==> config.mk <==
export PLATFORM = sky130hd
export DESIGN_NAME = rafr_receiver
export DESIGN_NICKNAME = d
export VERILOG_FILES = /design/src/rtl/rafr_pkg.sv /design/src/rtl/rafr_receiver.sv /design/src/rtl/rafr_line_sync.sv
export SDC_FILE = /design/constraint.sdc
export NUM_CORES = 1
export LEC_CHECK = 0
export BUFFER_PORTS_ARGS = -buffer_cell sky130_fd_sc_hd__buf_2
export CAP_MARGIN = 20
export CORE_ASPECT_RATIO = 2
export CORE_MARGIN = 3
export CORE_UTILIZATION = 40
export DETAILED_ROUTE_END_ITERATION = 8
export PLACE_DENSITY_LB_ADDON = 0.25
export SYNTH_ARGS = -nofsm -noshare
export SYNTH_HDL_FRONTEND = slang
export SYNTH_SLANG_ARGS = --single-unit
==> constraint.sdc <==
create_clock -name aclk -period 3.3 [get_ports aclk]
set_clock_uncertainty 0.1 [all_clocks]
set_input_delay 0.495 -clock aclk [delete_from_list [all_inputs] [get_ports aclk]]
set_output_delay 0.495 -clock aclk [all_outputs]
set_load 0.005 [all_outputs]
==> src/rtl/rafr_pkg.sv <==
// Shared constants, field layouts and state types of the rate-adapted frame receiver.
package rafr_pkg;

  // ****************************************************************
  // Register map and field positions
  // ****************************************************************
  localparam int ADDR_W = 5;                        // Byte address bits decoded.
  localparam logic [ADDR_W-1:0] OFF_CTRL = 5'h00;   // Channel specification.
  localparam logic [ADDR_W-1:0] OFF_STATUS = 5'h04; // Sync state and sticky events.
  localparam logic [ADDR_W-1:0] OFF_ESX = 5'h08;    // Last reported E, S and X bits.
  localparam logic [ADDR_W-1:0] OFF_DATA = 5'h0C;   // Receive word, read pops it.
  localparam logic [ADDR_W-1:0] OFF_DESC = 5'h10;   // Receive descriptor control bits.
  localparam int CTRL_ABORT = 8;                    // Write-one fast receive abort.
  localparam int DESC_HI = 0;                       // Host-initiated bit.
  localparam int DESC_HOLD = 1;                     // Hold bit.
  localparam int STAT_SYNC = 0;                     // Status bit of the sync state.
  localparam int STAT_EV_LSB = 1;                   // First of five sticky flags.
  localparam int STAT_DV = 6;                       // Receive word waiting.
  localparam logic [1:0] RESP_OKAY = 2'h0;          // Bus answer for a mapped word.
  localparam logic [1:0] RESP_SLVERR = 2'h2;        // Bus answer for an unmapped word.
  localparam logic [1:0] MODE_RATE_ADAPT = 2'h2;    // Channel mode that runs the receiver.

  // ****************************************************************
  // Frame geometry and counts
  // ****************************************************************
  localparam int START_ZEROS = 8;                   // Zeros before the start one bit.
  localparam int LOSS_FRAMES = 3;                   // Bad frames that end synchronism.
  localparam logic [6:0] FRAME_LAST = 7'h4F;        // Last bit position of 80.
  localparam logic [6:0] POS_AFTER_START = 7'h09;   // Position after octet 2 bit 1.
  localparam logic [3:0] OCT_E = 4'h5;              // Octet 6 carries E1 to E7.
  localparam logic [3:0] OCT_X2 = 4'h7;             // Octet 8 carries the second X.
  localparam logic [3:0] OCT_SA = 4'h8;             // Octet 9 carries S8.
  localparam logic [3:0] OCT_SB = 4'h9;             // Octet 10 carries S9.
  localparam logic [1:0] BYTE_FILL = 2'h3;          // Upper two bits of a packed byte.
  localparam logic [2:0] GROUP_LAST = 3'h5;         // Six user bits per byte.
  localparam logic [1:0] LANE_LAST = 2'h3;          // Four bytes per word.

  // ****************************************************************
  // Types
  // ****************************************************************
  typedef enum logic [1:0] {
    RATE_600 = 2'h0,
    RATE_1200 = 2'h1,
    RATE_2400 = 2'h2,
    RATE_FULL = 2'h3
  } rafr_rate_t;

  typedef enum logic [1:0] {
    ST_HUNT = 2'b01,
    ST_SYNC = 2'b10
  } rafr_rx_state_t;

  // Channel specification word, top bit first.
  typedef struct packed {
    logic flag_filter_enable;
    logic channel_select;
    logic receive_error_mask;
    logic change_event_mask;
    logic big_endian;
    logic invert_enable;
    rafr_rate_t rate_select_field;
    logic [1:0] channel_mode;
  } rafr_ctrl_t;

  // Sticky flags, top bit first; the lowest sits at status bit 1.
  typedef struct packed {
    logic receive_abort_flag;
    logic overflow_event;
    logic error_event;
    logic host_initiated_event;
    logic frame_change_event;
  } rafr_events_t;

  // Reported frame bits: E1 in bit 0, then first and second S group, then X.
  typedef struct packed {
    logic x;
    logic second_s_group;
    logic first_s_group;
    logic [6:0] e;
  } rafr_esx_t;

  // One received line bit.
  typedef struct packed {
    logic strobe;
    logic value;
  } rafr_line_t;

  // Synchroniser state.
  typedef struct packed {
    logic [1:0] clk_sync;
    logic [1:0] dat_sync;
    logic clk_last;
    rafr_line_t line;
  } rafr_sync_t;

  // Whole receiver state; the sync state sits in the lowest bits.
  typedef struct packed {
    logic aw_got;
    logic [ADDR_W-1:0] aw_addr;
    logic w_got;
    logic [31:0] w_data;
    logic [3:0] w_strb;
    logic bvalid;
    logic [1:0] bresp;
    logic rvalid;
    logic [31:0] rdata;
    logic [1:0] rresp;
    rafr_ctrl_t ctrl;
    rafr_events_t ev;
    rafr_esx_t esx_report;
    rafr_esx_t esx_cur;
    rafr_esx_t esx_prev;
    logic prev_valid;
    logic sa_seen;
    logic sb_seen;
    logic in_change;
    logic [3:0] zero_run;
    logic [6:0] pos;
    logic [1:0] err_cnt;
    logic frame_err;
    logic [5:0] acc;
    logic [2:0] acc_cnt;
    logic [31:0] word;
    logic [1:0] byte_cnt;
    logic [31:0] rx_word;
    logic rx_full;
    rafr_rx_state_t rx_state;
  } rafr_state_t;

  localparam rafr_state_t STATE_RESET =
    rafr_state_t'({{($bits(rafr_state_t) - 2){1'b0}}, ST_HUNT});

endpackage

==> src/rtl/rafr_receiver.sv <==
// Rate-adapted 80-bit frame receiver with an AXI4-Lite register slave.
// Contract
// - Hunt for zero octet then one bit.
// - Three consecutive bad patterns end synchronism.
// - Extract and monitor only while synchronized.
// - Start one bit is octet 2 bit 1.
// - One change event per frame, within-frame too.
// - Repeated bits sampled at their last copy.
// - 600 bit/s: six bits, eightfold repetition.
// - 1200 bit/s: twelve bits, fourfold repetition.
// - 2400 bit/s: 24 bits, twofold repetition.
// - Higher rates: 48 bits, no repetition.
// - Six bits per byte, ones above, endian order.
// - Change event reports E, S8, S9, X2; maskable.
// - Host-initiated descriptor bit raises unmaskable event.
// - Abort, dropped word, loss, hold raise error.
// - Lost change or loss information raises overflow.
// - Inversion option inverts the whole stream.
// - Ten octets; zero octet, ones at bit 1.
//
// The AXI4-Lite register port and the address map are this design's own decisions.
`timescale 1ns/100ps
module rafr_receiver #(
  parameter int LOSS_COUNT = rafr_pkg::LOSS_FRAMES,
  parameter int ZERO_COUNT = rafr_pkg::START_ZEROS
) (
  input wire logic aclk,
  input wire logic aresetn,
  input wire logic line_clk,
  input wire logic line_data,
  input wire logic [rafr_pkg::ADDR_W-1:0] awaddr,
  input wire logic awvalid,
  output logic awready,
  input wire logic [31:0] wdata,
  input wire logic [3:0] wstrb,
  input wire logic wvalid,
  output logic wready,
  output logic [1:0] bresp,
  output logic bvalid,
  input wire logic bready,
  input wire logic [rafr_pkg::ADDR_W-1:0] araddr,
  input wire logic arvalid,
  output logic arready,
  output logic [31:0] rdata,
  output logic [1:0] rresp,
  output logic rvalid,
  input wire logic rready,
  output logic frame_synced
);
  import rafr_pkg::*;

  // Refuse counts the counters cannot hold.
  if (LOSS_COUNT < 1 || LOSS_COUNT > 3 || ZERO_COUNT < 1 || ZERO_COUNT > 15) begin : g_check
    $error("rafr_receiver: LOSS_COUNT or ZERO_COUNT out of range.");
  end

  localparam logic [1:0] LOSS_LAST = 2'(LOSS_COUNT - 1); // Bad frames before loss, less one.
  localparam logic [3:0] ZERO_NEED = 4'(ZERO_COUNT); // Zeros that arm the start detector.

  rafr_state_t s_reg; // Registered state of the whole block.
  rafr_state_t s_next; // Next state.
  rafr_line_t line; // Synchronised line bit and its strobe.

  // ****************************************************************
  // Line pin synchroniser
  // ****************************************************************
  rafr_line_sync u_sync (
    .aclk(aclk),
    .aresetn(aresetn),
    .line_clk(line_clk),
    .line_data(line_data),
    .line(line)
  );

  // ****************************************************************
  // Bus handshakes
  // ****************************************************************
  // A write channel is ready while its half of the write is not yet held and no write response is pending.
  assign awready = ~s_reg.aw_got & ~s_reg.bvalid;
  assign wready = ~s_reg.w_got & ~s_reg.bvalid;
  assign arready = ~s_reg.rvalid;
  assign bvalid = s_reg.bvalid;
  assign bresp = s_reg.bresp;
  assign rvalid = s_reg.rvalid;
  assign rdata = s_reg.rdata;
  assign rresp = s_reg.rresp;
  assign frame_synced = (s_reg.rx_state == ST_SYNC);

  // ****************************************************************
  // Next state
  // ****************************************************************
  // Bus slave, register effects and the frame receiver, in one pass.
  always_comb begin
    rafr_events_t ev_set; // Flags raised in this cycle.
    rafr_events_t ev_clr; // Flags cleared by software in this cycle.
    rafr_esx_t esx_w; // Working copy of this frame's E, S and X bits.
    logic abort_cmd; // Fast receive abort written.
    logic bit_v; // Line bit after optional inversion.
    logic err_now; // Current bit breaks the pattern.
    logic keep; // Current data copy is the last of its repetition.
    logic pop; // Receive word is read out.
    logic [3:0] octet; // Octet index from zero.
    logic [2:0] bitn; // Bit index from zero, bit 1 is zero.
    logic [3:0] grp; // Data octet index from zero.
    logic [5:0] dpos; // Data position within the frame.
    logic [5:0] byte_v; // Completed six-bit group.
    logic [1:0] lane; // Byte lane of the group in the word.
    logic fe; // Frame ends with a bad pattern.
    logic chg; // Frame saw a status change.
    s_next = s_reg;
    ev_set = '0;
    ev_clr = '0;
    esx_w = s_reg.esx_cur;
    abort_cmd = 1'b0;
    bit_v = line.value ^ s_reg.ctrl.invert_enable;
    err_now = 1'b0;
    keep = 1'b0;
    pop = 1'b0;
    octet = s_reg.pos[6:3];
    bitn = s_reg.pos[2:0];
    grp = (octet < OCT_E) ? (octet - 4'h1) : (octet - 4'h2);
    dpos = {2'h0, grp} * 6'h06 + {3'h0, bitn} - 6'h01;
    byte_v = '0;
    lane = '0;
    fe = 1'b0;
    chg = 1'b0;

    // Write channels are taken independently of each other.
    if (awvalid && awready) begin
      s_next.aw_got = 1'b1;
      s_next.aw_addr = awaddr;
    end
    if (wvalid && wready) begin
      s_next.w_got = 1'b1;
      s_next.w_data = wdata;
      s_next.w_strb = wstrb;
    end
    if (s_reg.bvalid && bready) begin
      s_next.bvalid = 1'b0;
    end

    // Both halves held: perform the write and answer.
    if (s_reg.aw_got && s_reg.w_got) begin
      s_next.aw_got = 1'b0;
      s_next.w_got = 1'b0;
      s_next.bvalid = 1'b1;
      s_next.bresp = RESP_OKAY;
      if (s_reg.aw_addr == OFF_CTRL) begin
        if (s_reg.w_strb[0]) begin
          s_next.ctrl[7:0] = s_reg.w_data[7:0];
        end
        if (s_reg.w_strb[1]) begin
          s_next.ctrl[9:8] = s_reg.w_data[10:9];
          abort_cmd = s_reg.w_data[CTRL_ABORT];
        end
      end else if (s_reg.aw_addr == OFF_STATUS) begin
        if (s_reg.w_strb[0]) begin
          ev_clr = s_reg.w_data[STAT_EV_LSB +: 5];
        end
      end else if (s_reg.aw_addr == OFF_DESC) begin
        if (s_reg.w_strb[0]) begin
          ev_set.host_initiated_event = s_reg.w_data[DESC_HI];
          if (s_reg.w_data[DESC_HOLD]) begin
            ev_set.error_event = ~s_reg.ctrl.receive_error_mask;
            ev_set.receive_abort_flag = 1'b1;
          end
        end
      end else if (s_reg.aw_addr == OFF_ESX || s_reg.aw_addr == OFF_DATA) begin
        s_next.bresp = RESP_OKAY; // Read-only words ignore writes.
      end else begin
        s_next.bresp = RESP_SLVERR;
      end
    end

    // Fast abort drops the partial word and flags the abort.
    if (abort_cmd) begin
      ev_set.error_event = ~s_reg.ctrl.receive_error_mask;
      ev_set.receive_abort_flag = 1'b1;
      s_next.acc_cnt = '0;
      s_next.byte_cnt = '0;
      s_next.word = '0;
    end

    // Read channel: one answer at a time, data word read pops it.
    if (s_reg.rvalid && rready) begin
      s_next.rvalid = 1'b0;
    end
    if (arvalid && arready) begin
      s_next.rvalid = 1'b1;
      s_next.rresp = RESP_OKAY;
      s_next.rdata = '0;
      if (araddr == OFF_CTRL) begin
        s_next.rdata[10:0] = {s_reg.ctrl[9:8], 1'b0, s_reg.ctrl[7:0]};
      end else if (araddr == OFF_STATUS) begin
        s_next.rdata[STAT_SYNC] = (s_reg.rx_state == ST_SYNC);
        s_next.rdata[STAT_EV_LSB +: 5] = s_reg.ev;
        s_next.rdata[STAT_DV] = s_reg.rx_full;
      end else if (araddr == OFF_ESX) begin
        s_next.rdata[9:0] = s_reg.esx_report;
      end else if (araddr == OFF_DATA) begin
        s_next.rdata = s_reg.rx_word;
        pop = s_reg.rx_full;
      end else if (araddr == OFF_DESC) begin
        s_next.rdata = '0;
      end else begin
        s_next.rresp = RESP_SLVERR;
      end
    end
    if (pop) begin
      s_next.rx_full = 1'b0;
    end

    // ****************************************************************
    // Frame receiver
    // ****************************************************************
    if (s_reg.ctrl.channel_mode != MODE_RATE_ADAPT) begin
      // Idle channel: back to the hunt with an empty packer.
      s_next.rx_state = ST_HUNT;
      s_next.zero_run = '0;
      s_next.acc_cnt = '0;
      s_next.byte_cnt = '0;
    end else if (line.strobe) begin
      case (s_reg.rx_state)
        ST_HUNT: begin
          // Count zeros; a one after enough of them aligns the frame.
          if (!bit_v) begin
            if (s_reg.zero_run != ZERO_NEED) begin
              s_next.zero_run = s_reg.zero_run + 4'h1;
            end
          end else begin
            s_next.zero_run = '0;
            if (s_reg.zero_run == ZERO_NEED) begin
              s_next.rx_state = ST_SYNC;
              s_next.pos = POS_AFTER_START;
              s_next.err_cnt = '0;
              s_next.frame_err = 1'b0;
              s_next.prev_valid = 1'b0;
              s_next.sa_seen = 1'b0;
              s_next.sb_seen = 1'b0;
              s_next.in_change = 1'b0;
            end
          end
        end
        ST_SYNC: begin
          // Only this state extracts data and checks status and pattern.
          if (octet == 4'h0) begin
            err_now = bit_v;
          end else if (bitn == 3'h0) begin
            err_now = ~bit_v;
          end else if (octet == OCT_E) begin
            esx_w.e[bitn - 3'h1] = bit_v;
          end else if (bitn == 3'h7) begin
            // S1, S3, S6, S8 form the first group; S4, S9 the second.
            if (octet == 4'h1 || octet == 4'h3 || octet == 4'h6 || octet == OCT_SA) begin
              if (s_reg.sa_seen && bit_v != s_reg.esx_cur.first_s_group) begin
                s_next.in_change = 1'b1;
              end
              esx_w.first_s_group = bit_v;
              s_next.sa_seen = 1'b1;
            end else if (octet == 4'h4 || octet == OCT_SB) begin
              if (s_reg.sb_seen && bit_v != s_reg.esx_cur.second_s_group) begin
                s_next.in_change = 1'b1;
              end
              esx_w.second_s_group = bit_v;
              s_next.sb_seen = 1'b1;
            end else if (octet == OCT_X2) begin
              esx_w.x = bit_v;
            end
          end else begin
            // Keep only the last copy of a repeated bit.
            case (s_reg.ctrl.rate_select_field)
              RATE_600: keep = (dpos[2:0] == 3'h7);
              RATE_1200: keep = (dpos[1:0] == 2'h3);
              RATE_2400: keep = dpos[0];
              default: keep = 1'b1;
            endcase
          end

          // Pack kept bits six to a byte, first bit lowest.
          if (keep) begin
            s_next.acc[s_reg.acc_cnt] = bit_v;
            s_next.acc_cnt = s_reg.acc_cnt + 3'h1;
            if (s_reg.acc_cnt == GROUP_LAST) begin
              byte_v = s_next.acc;
              lane = s_reg.ctrl.big_endian ? (LANE_LAST - s_reg.byte_cnt) : s_reg.byte_cnt;
              s_next.word[{lane, 3'h0} +: 8] = {BYTE_FILL, byte_v};
              s_next.acc_cnt = '0;
              s_next.byte_cnt = s_reg.byte_cnt + 2'h1;
              if (s_reg.byte_cnt == LANE_LAST) begin
                if (s_next.rx_full) begin
                  // Holding word not yet read: this word is dropped and not stored.
                  ev_set.error_event = ~s_reg.ctrl.receive_error_mask;
                end else begin
                  // The working word already carries this last byte.
                  s_next.rx_word = s_next.word;
                  s_next.rx_full = 1'b1;
                end
                s_next.word = '0;
              end
            end
          end

          s_next.esx_cur = esx_w;
          s_next.frame_err = s_reg.frame_err | err_now;

          // Frame end: pattern verdict and status change report.
          if (s_reg.pos == FRAME_LAST) begin
            s_next.pos = '0;
            s_next.frame_err = 1'b0;
            fe = s_reg.frame_err | err_now;
            if (!fe) begin
              s_next.err_cnt = '0;
            end else if (s_reg.err_cnt == LOSS_LAST) begin
              s_next.rx_state = ST_HUNT;
              s_next.zero_run = '0;
              ev_set.error_event = ~s_reg.ctrl.receive_error_mask;
              ev_set.overflow_event = s_reg.ev.error_event
                & ~s_reg.ctrl.receive_error_mask;
            end else begin
              s_next.err_cnt = s_reg.err_cnt + 2'h1;
            end
            chg = s_next.in_change | (s_reg.prev_valid && esx_w != s_reg.esx_prev);
            if (chg && !s_reg.ctrl.change_event_mask) begin
              ev_set.frame_change_event = 1'b1;
              s_next.esx_report = esx_w;
              ev_set.overflow_event = ev_set.overflow_event
                | (s_reg.ev.frame_change_event & ~s_reg.ctrl.receive_error_mask);
            end
            s_next.esx_prev = esx_w;
            s_next.prev_valid = 1'b1;
            s_next.in_change = 1'b0;
            s_next.sa_seen = 1'b0;
            s_next.sb_seen = 1'b0;
          end else begin
            s_next.pos = s_reg.pos + 7'h01;
          end
        end
        default: begin
          s_next.rx_state = ST_HUNT;
        end
      endcase
    end

    // Sticky flags: a set in the same cycle as its clear wins.
    s_next.ev = (s_reg.ev & ~ev_clr) | ev_set;
  end

  // ****************************************************************
  // State register
  // ****************************************************************
  // Registers the whole state; synchronous active-low reset.
  always_ff @(posedge aclk) begin
    if (!aresetn) begin
      s_reg <= STATE_RESET;
    end else begin
      s_reg <= s_next;
    end
  end
endmodule

==> src/rtl/rafr_line_sync.sv <==
// Two-flop synchroniser and bit strobe for the serial line pins.
`timescale 1ns/100ps
module rafr_line_sync (
  input wire logic aclk,
  input wire logic aresetn,
  input wire logic line_clk,
  input wire logic line_data,
  output rafr_pkg::rafr_line_t line
);
  import rafr_pkg::*;

  rafr_sync_t s_reg; // Registered synchroniser state.
  rafr_sync_t s_next; // Next synchroniser state.

  // ****************************************************************
  // Next state
  // ****************************************************************
  // The first flop of each pair feeds only the second; the edge test reads the second.
  always_comb begin
    s_next = s_reg;
    s_next.clk_sync = {s_reg.clk_sync[0], line_clk};
    s_next.dat_sync = {s_reg.dat_sync[0], line_data};
    s_next.clk_last = s_reg.clk_sync[1];
    s_next.line.strobe = s_reg.clk_sync[1] & ~s_reg.clk_last;
    s_next.line.value = s_reg.dat_sync[1];
  end

  // Registers the state; reset clears every flop.
  always_ff @(posedge aclk) begin
    if (!aresetn) begin
      s_reg <= '0;
    end else begin
      s_reg <= s_next;
    end
  end

  assign line = s_reg.line;
endmodule

==> flow_summary_export.csv <==
group,metric,value,unit
yosys,synth_ff_type,"dfxtp_1",
clock_network,path_clk_slew,0.07,ns
yosys,yosys_warnings,0,
clock_network,hold_buffers,0,
cells_and_area,final_net_count,1263,
timing,final-max-slew-violation-count,0,
status,outcome,"completed",
route,wl,26500,um
timing,worst_pin_slew,0.870,ns
clock_network,clock_latency,0.49,ns
setup_path,cp_top_family,"compound AO/OA/AOI/OAI gates",
grt,grt_pass1_wl,41200,um
yosys,yosys.cell_count.top_type,"dfxtp_1",
cells_and_area,largest_register_ffs,161,
timing,final_hold_viol_count,0,
yosys,ys_types,71,
power_and_ir_drop,ir_drop,0.000267,V
yosys,ys_seq_elements,204,
yosys,synth_area,9610,um2
die,dieArea,26000,um2
timing,finalCriticalPeriod,3.11,ns
cells_and_area,register_area,4090,um2
cells_and_area,fin_util,46.4,%
cells_and_area,n_antenna_cell,0,
route,drt_first_pass_iters,5,
timing,setup_tns,0,ns
grt,grt_pass1_vias,7835,
yosys,synth_area_leaders,"dfxtp_1 (42%), nand2_1 (6.5%), mux2i_1 (6.1%)",
die,start_util,41.0,%
route,ant_nets,0,
power_and_ir_drop,internal_power,0.00382,W
setup_path,path_buf_inv,2,
power_and_ir_drop,p_sw,0.00108,W
yosys,synth_top_cell_by_area,"dfxtp_1",
timing,rsz0062_at_grt,"false",
setup_path,start_kind,"register",
cells_and_area,multi_input_area,4910,um2
setup_path,worstSetupPathType,"reg -> reg",
yosys,ys_async_sr_fraction,0,%
setup_path,cp.required,3.58,ns
timing,setup_viol,0,
power_and_ir_drop,p_leak,3.96,nW
die,core,23400,um2
die,die_h,225,um
power_and_ir_drop,pwr-share-clk,45.3,%
timing,fmax,321,MHz
setup_path,end_kind,"register",
placement,port_buffers,71,
power_and_ir_drop,switching_share,22.0,%
placement,place_hpwl,19600,um
timing,fin_crit_sh,94.3,%
yosys,postSynthCellCount,1150,
cells_and_area,drive_above_1_share,15.7,%
yosys,netlist_top_cells_count,"dfxtp_1 (204), nand2_1 (166), nor2_1 (130)",
yosys,yosysTopAreaCellShare,42.5,%
clock_network,root_buffer,"clkbuf_16",
setup_path,path_cells,"inv_1 -> ha_1 -> nor2b_1 -> or3_1 -> nor3_2 -> a21oi_1 -> a2111oi_1 -> a41oi_1 -> buf_4 -> o21a_1",
die,io_pins,97,
setup_path,worstPathMaxFanout,12,
timing,slew_headroom,41.8,%
clock_network,numCtsBuffers,19,
power_and_ir_drop,seqPwrFrac,51.2,%
setup_path,crit_path_max_incr_delay,0.56,ns
grt,overflow,0,
cells_and_area,final_cells,1481,
flow_run,maxCapViolCount,0,
die,fp.dieW,116,um
route,wl_per_cell,17.9,um
clock_network,htreeDepth,1,
placement,gp_congestion,0.929,
yosys,synth-edff-count,0,
grt,antenna_found_initial,0,
timing,hold_ws,0.116,ns
clock_network,clk_path_buf_depth,3,
power_and_ir_drop,p_per_area,450,nW/um2
yosys,synth-seq-area-share,42.5,%
placement,dp_cells,1449,
cells_and_area,area_delta_synth_final,13.0,%
route,drc,0,
setup_path,crit_arrival,3.39,ns
power_and_ir_drop,power_frac_comb,3.6,%
die,fp-row-count,79,
cells_and_area,nFillCells,2296,
route,vias,8099,
route,viasPerCell,5.47,
clock_network,tritoncts,"done",
yosys,syn_avg_cell_area,8.36,um2
power_and_ir_drop,p_total,0.00489,W
setup_path,crit_slowest_cell,"or3_1",
route,dr.first_iter.drc_count,516,
grt,grt_max_degree,63,
clock_network,clkSinkCount,204,
min_path,hold_class,"in -> reg",
grt,grt_util_all_layers,19.9,%
-- cell type report --
class | instances | share of cell area [%]
clock buffers | 23 | 4.79
flip-flops and latches | 204 | 37.6
well taps | 283 | 3.26
clock inverters | 7 | 0.852
multi-input cells | 805 | 45.2
inverters | 39 | 1.37
repair buffers | 120 | 6.92
-- per-layer routing --
layer | track usage, % | vias to the layer above | share of wire [%]
met5 | 0 | - | 0
met4 | 9.44 | 0 | 4.8
met3 | 2.42 | 68 | 3.1
met2 | 39.1 | 177 | 55
met1 | 20.0 | 3809 | 37
li1 | - | 4045 | -
-- through the flow --
step / area (um2) / setup slack [ns]
after CTS: 10800 / 0.0846
after floorplan: 9620 / 0.0116
after global routing: 10900 / 0.0311
after global placement: 10200 / 0.153
after detailed placement: 10200 / 0.0983
final: 10900 / 0.189
-- kinds of logic after synthesis --
family / Yosys count / synth area share, %
xor gates and xnor gates: 14 / 1.35
adders and majority gates: 19 / 2.47
DFF: 204 / 42.5
muxes: 71 / 8.37
and+or+nand+nor: 454 / 21.8
AOI/OAI and AO/OA: 245 / 16.4
other: 1 / 0.0390
buffers and inverters: 142 / 7.07
-- final timing paths --
kind	from	to	slack, ns	cells past startpoint
max	s_reg[82]	s_reg[126]	0.19	10
min	line_clk	u_sync.s_next[6]	0.12	2
max reg2reg	s_reg[82]	s_reg[126]	0.19	10
min reg2reg	u_sync.s_reg[2]	u_sync.line[1]	0.28	1
-- worst reg2reg max path: cells and delay by family (launching register included) --
family,cells,cell delay (ns)
flops,1,0.36
simple gates,3,0.98
fa+ha+maj,1,0.20
buf+inv,2,0.33
compound gates,4,1.04
-- placed cells by master, fill, tap and decap left out, types with 17 or more instances in the layout --
cell type	Yosys	routed
nor2_1	130	130
clkbuf_16	0	20
dfxtp_1	204	203
o21ai_0	40	40
mux2i_1	59	59
a21oi_1	79	78
ha_1	19	17
buf_2	9	71
buf_4	36	46
inv_1	38	37
nand3_1	54	54
a22oi_1	31	31
nand2_1	166	166
-- power by group through the flow --
stage / registers (W) / logic, W / clock network (W)
2_1_floorplan: 0.00255 / 0.000116 / 0
3_3_place_gp: 0.00256 / 0.000173 / 0
3_5_place_dp: 0.00256 / 0.000174 / 0
4_1_cts: 0.00250 / 0.000175 / 0.00227
5_1_grt: 0.00250 / 0.000193 / 0.00237
6_report: 0.00250 / 0.000174 / 0.00222
-- what timing repair did --
item / 4_1_cts / 5_1_grt
resized for setup: 0 / 16
setup endpoints to repair: 0 / 45
buffers inserted: 0 / 1
Power figures use the tool's default switching activity.
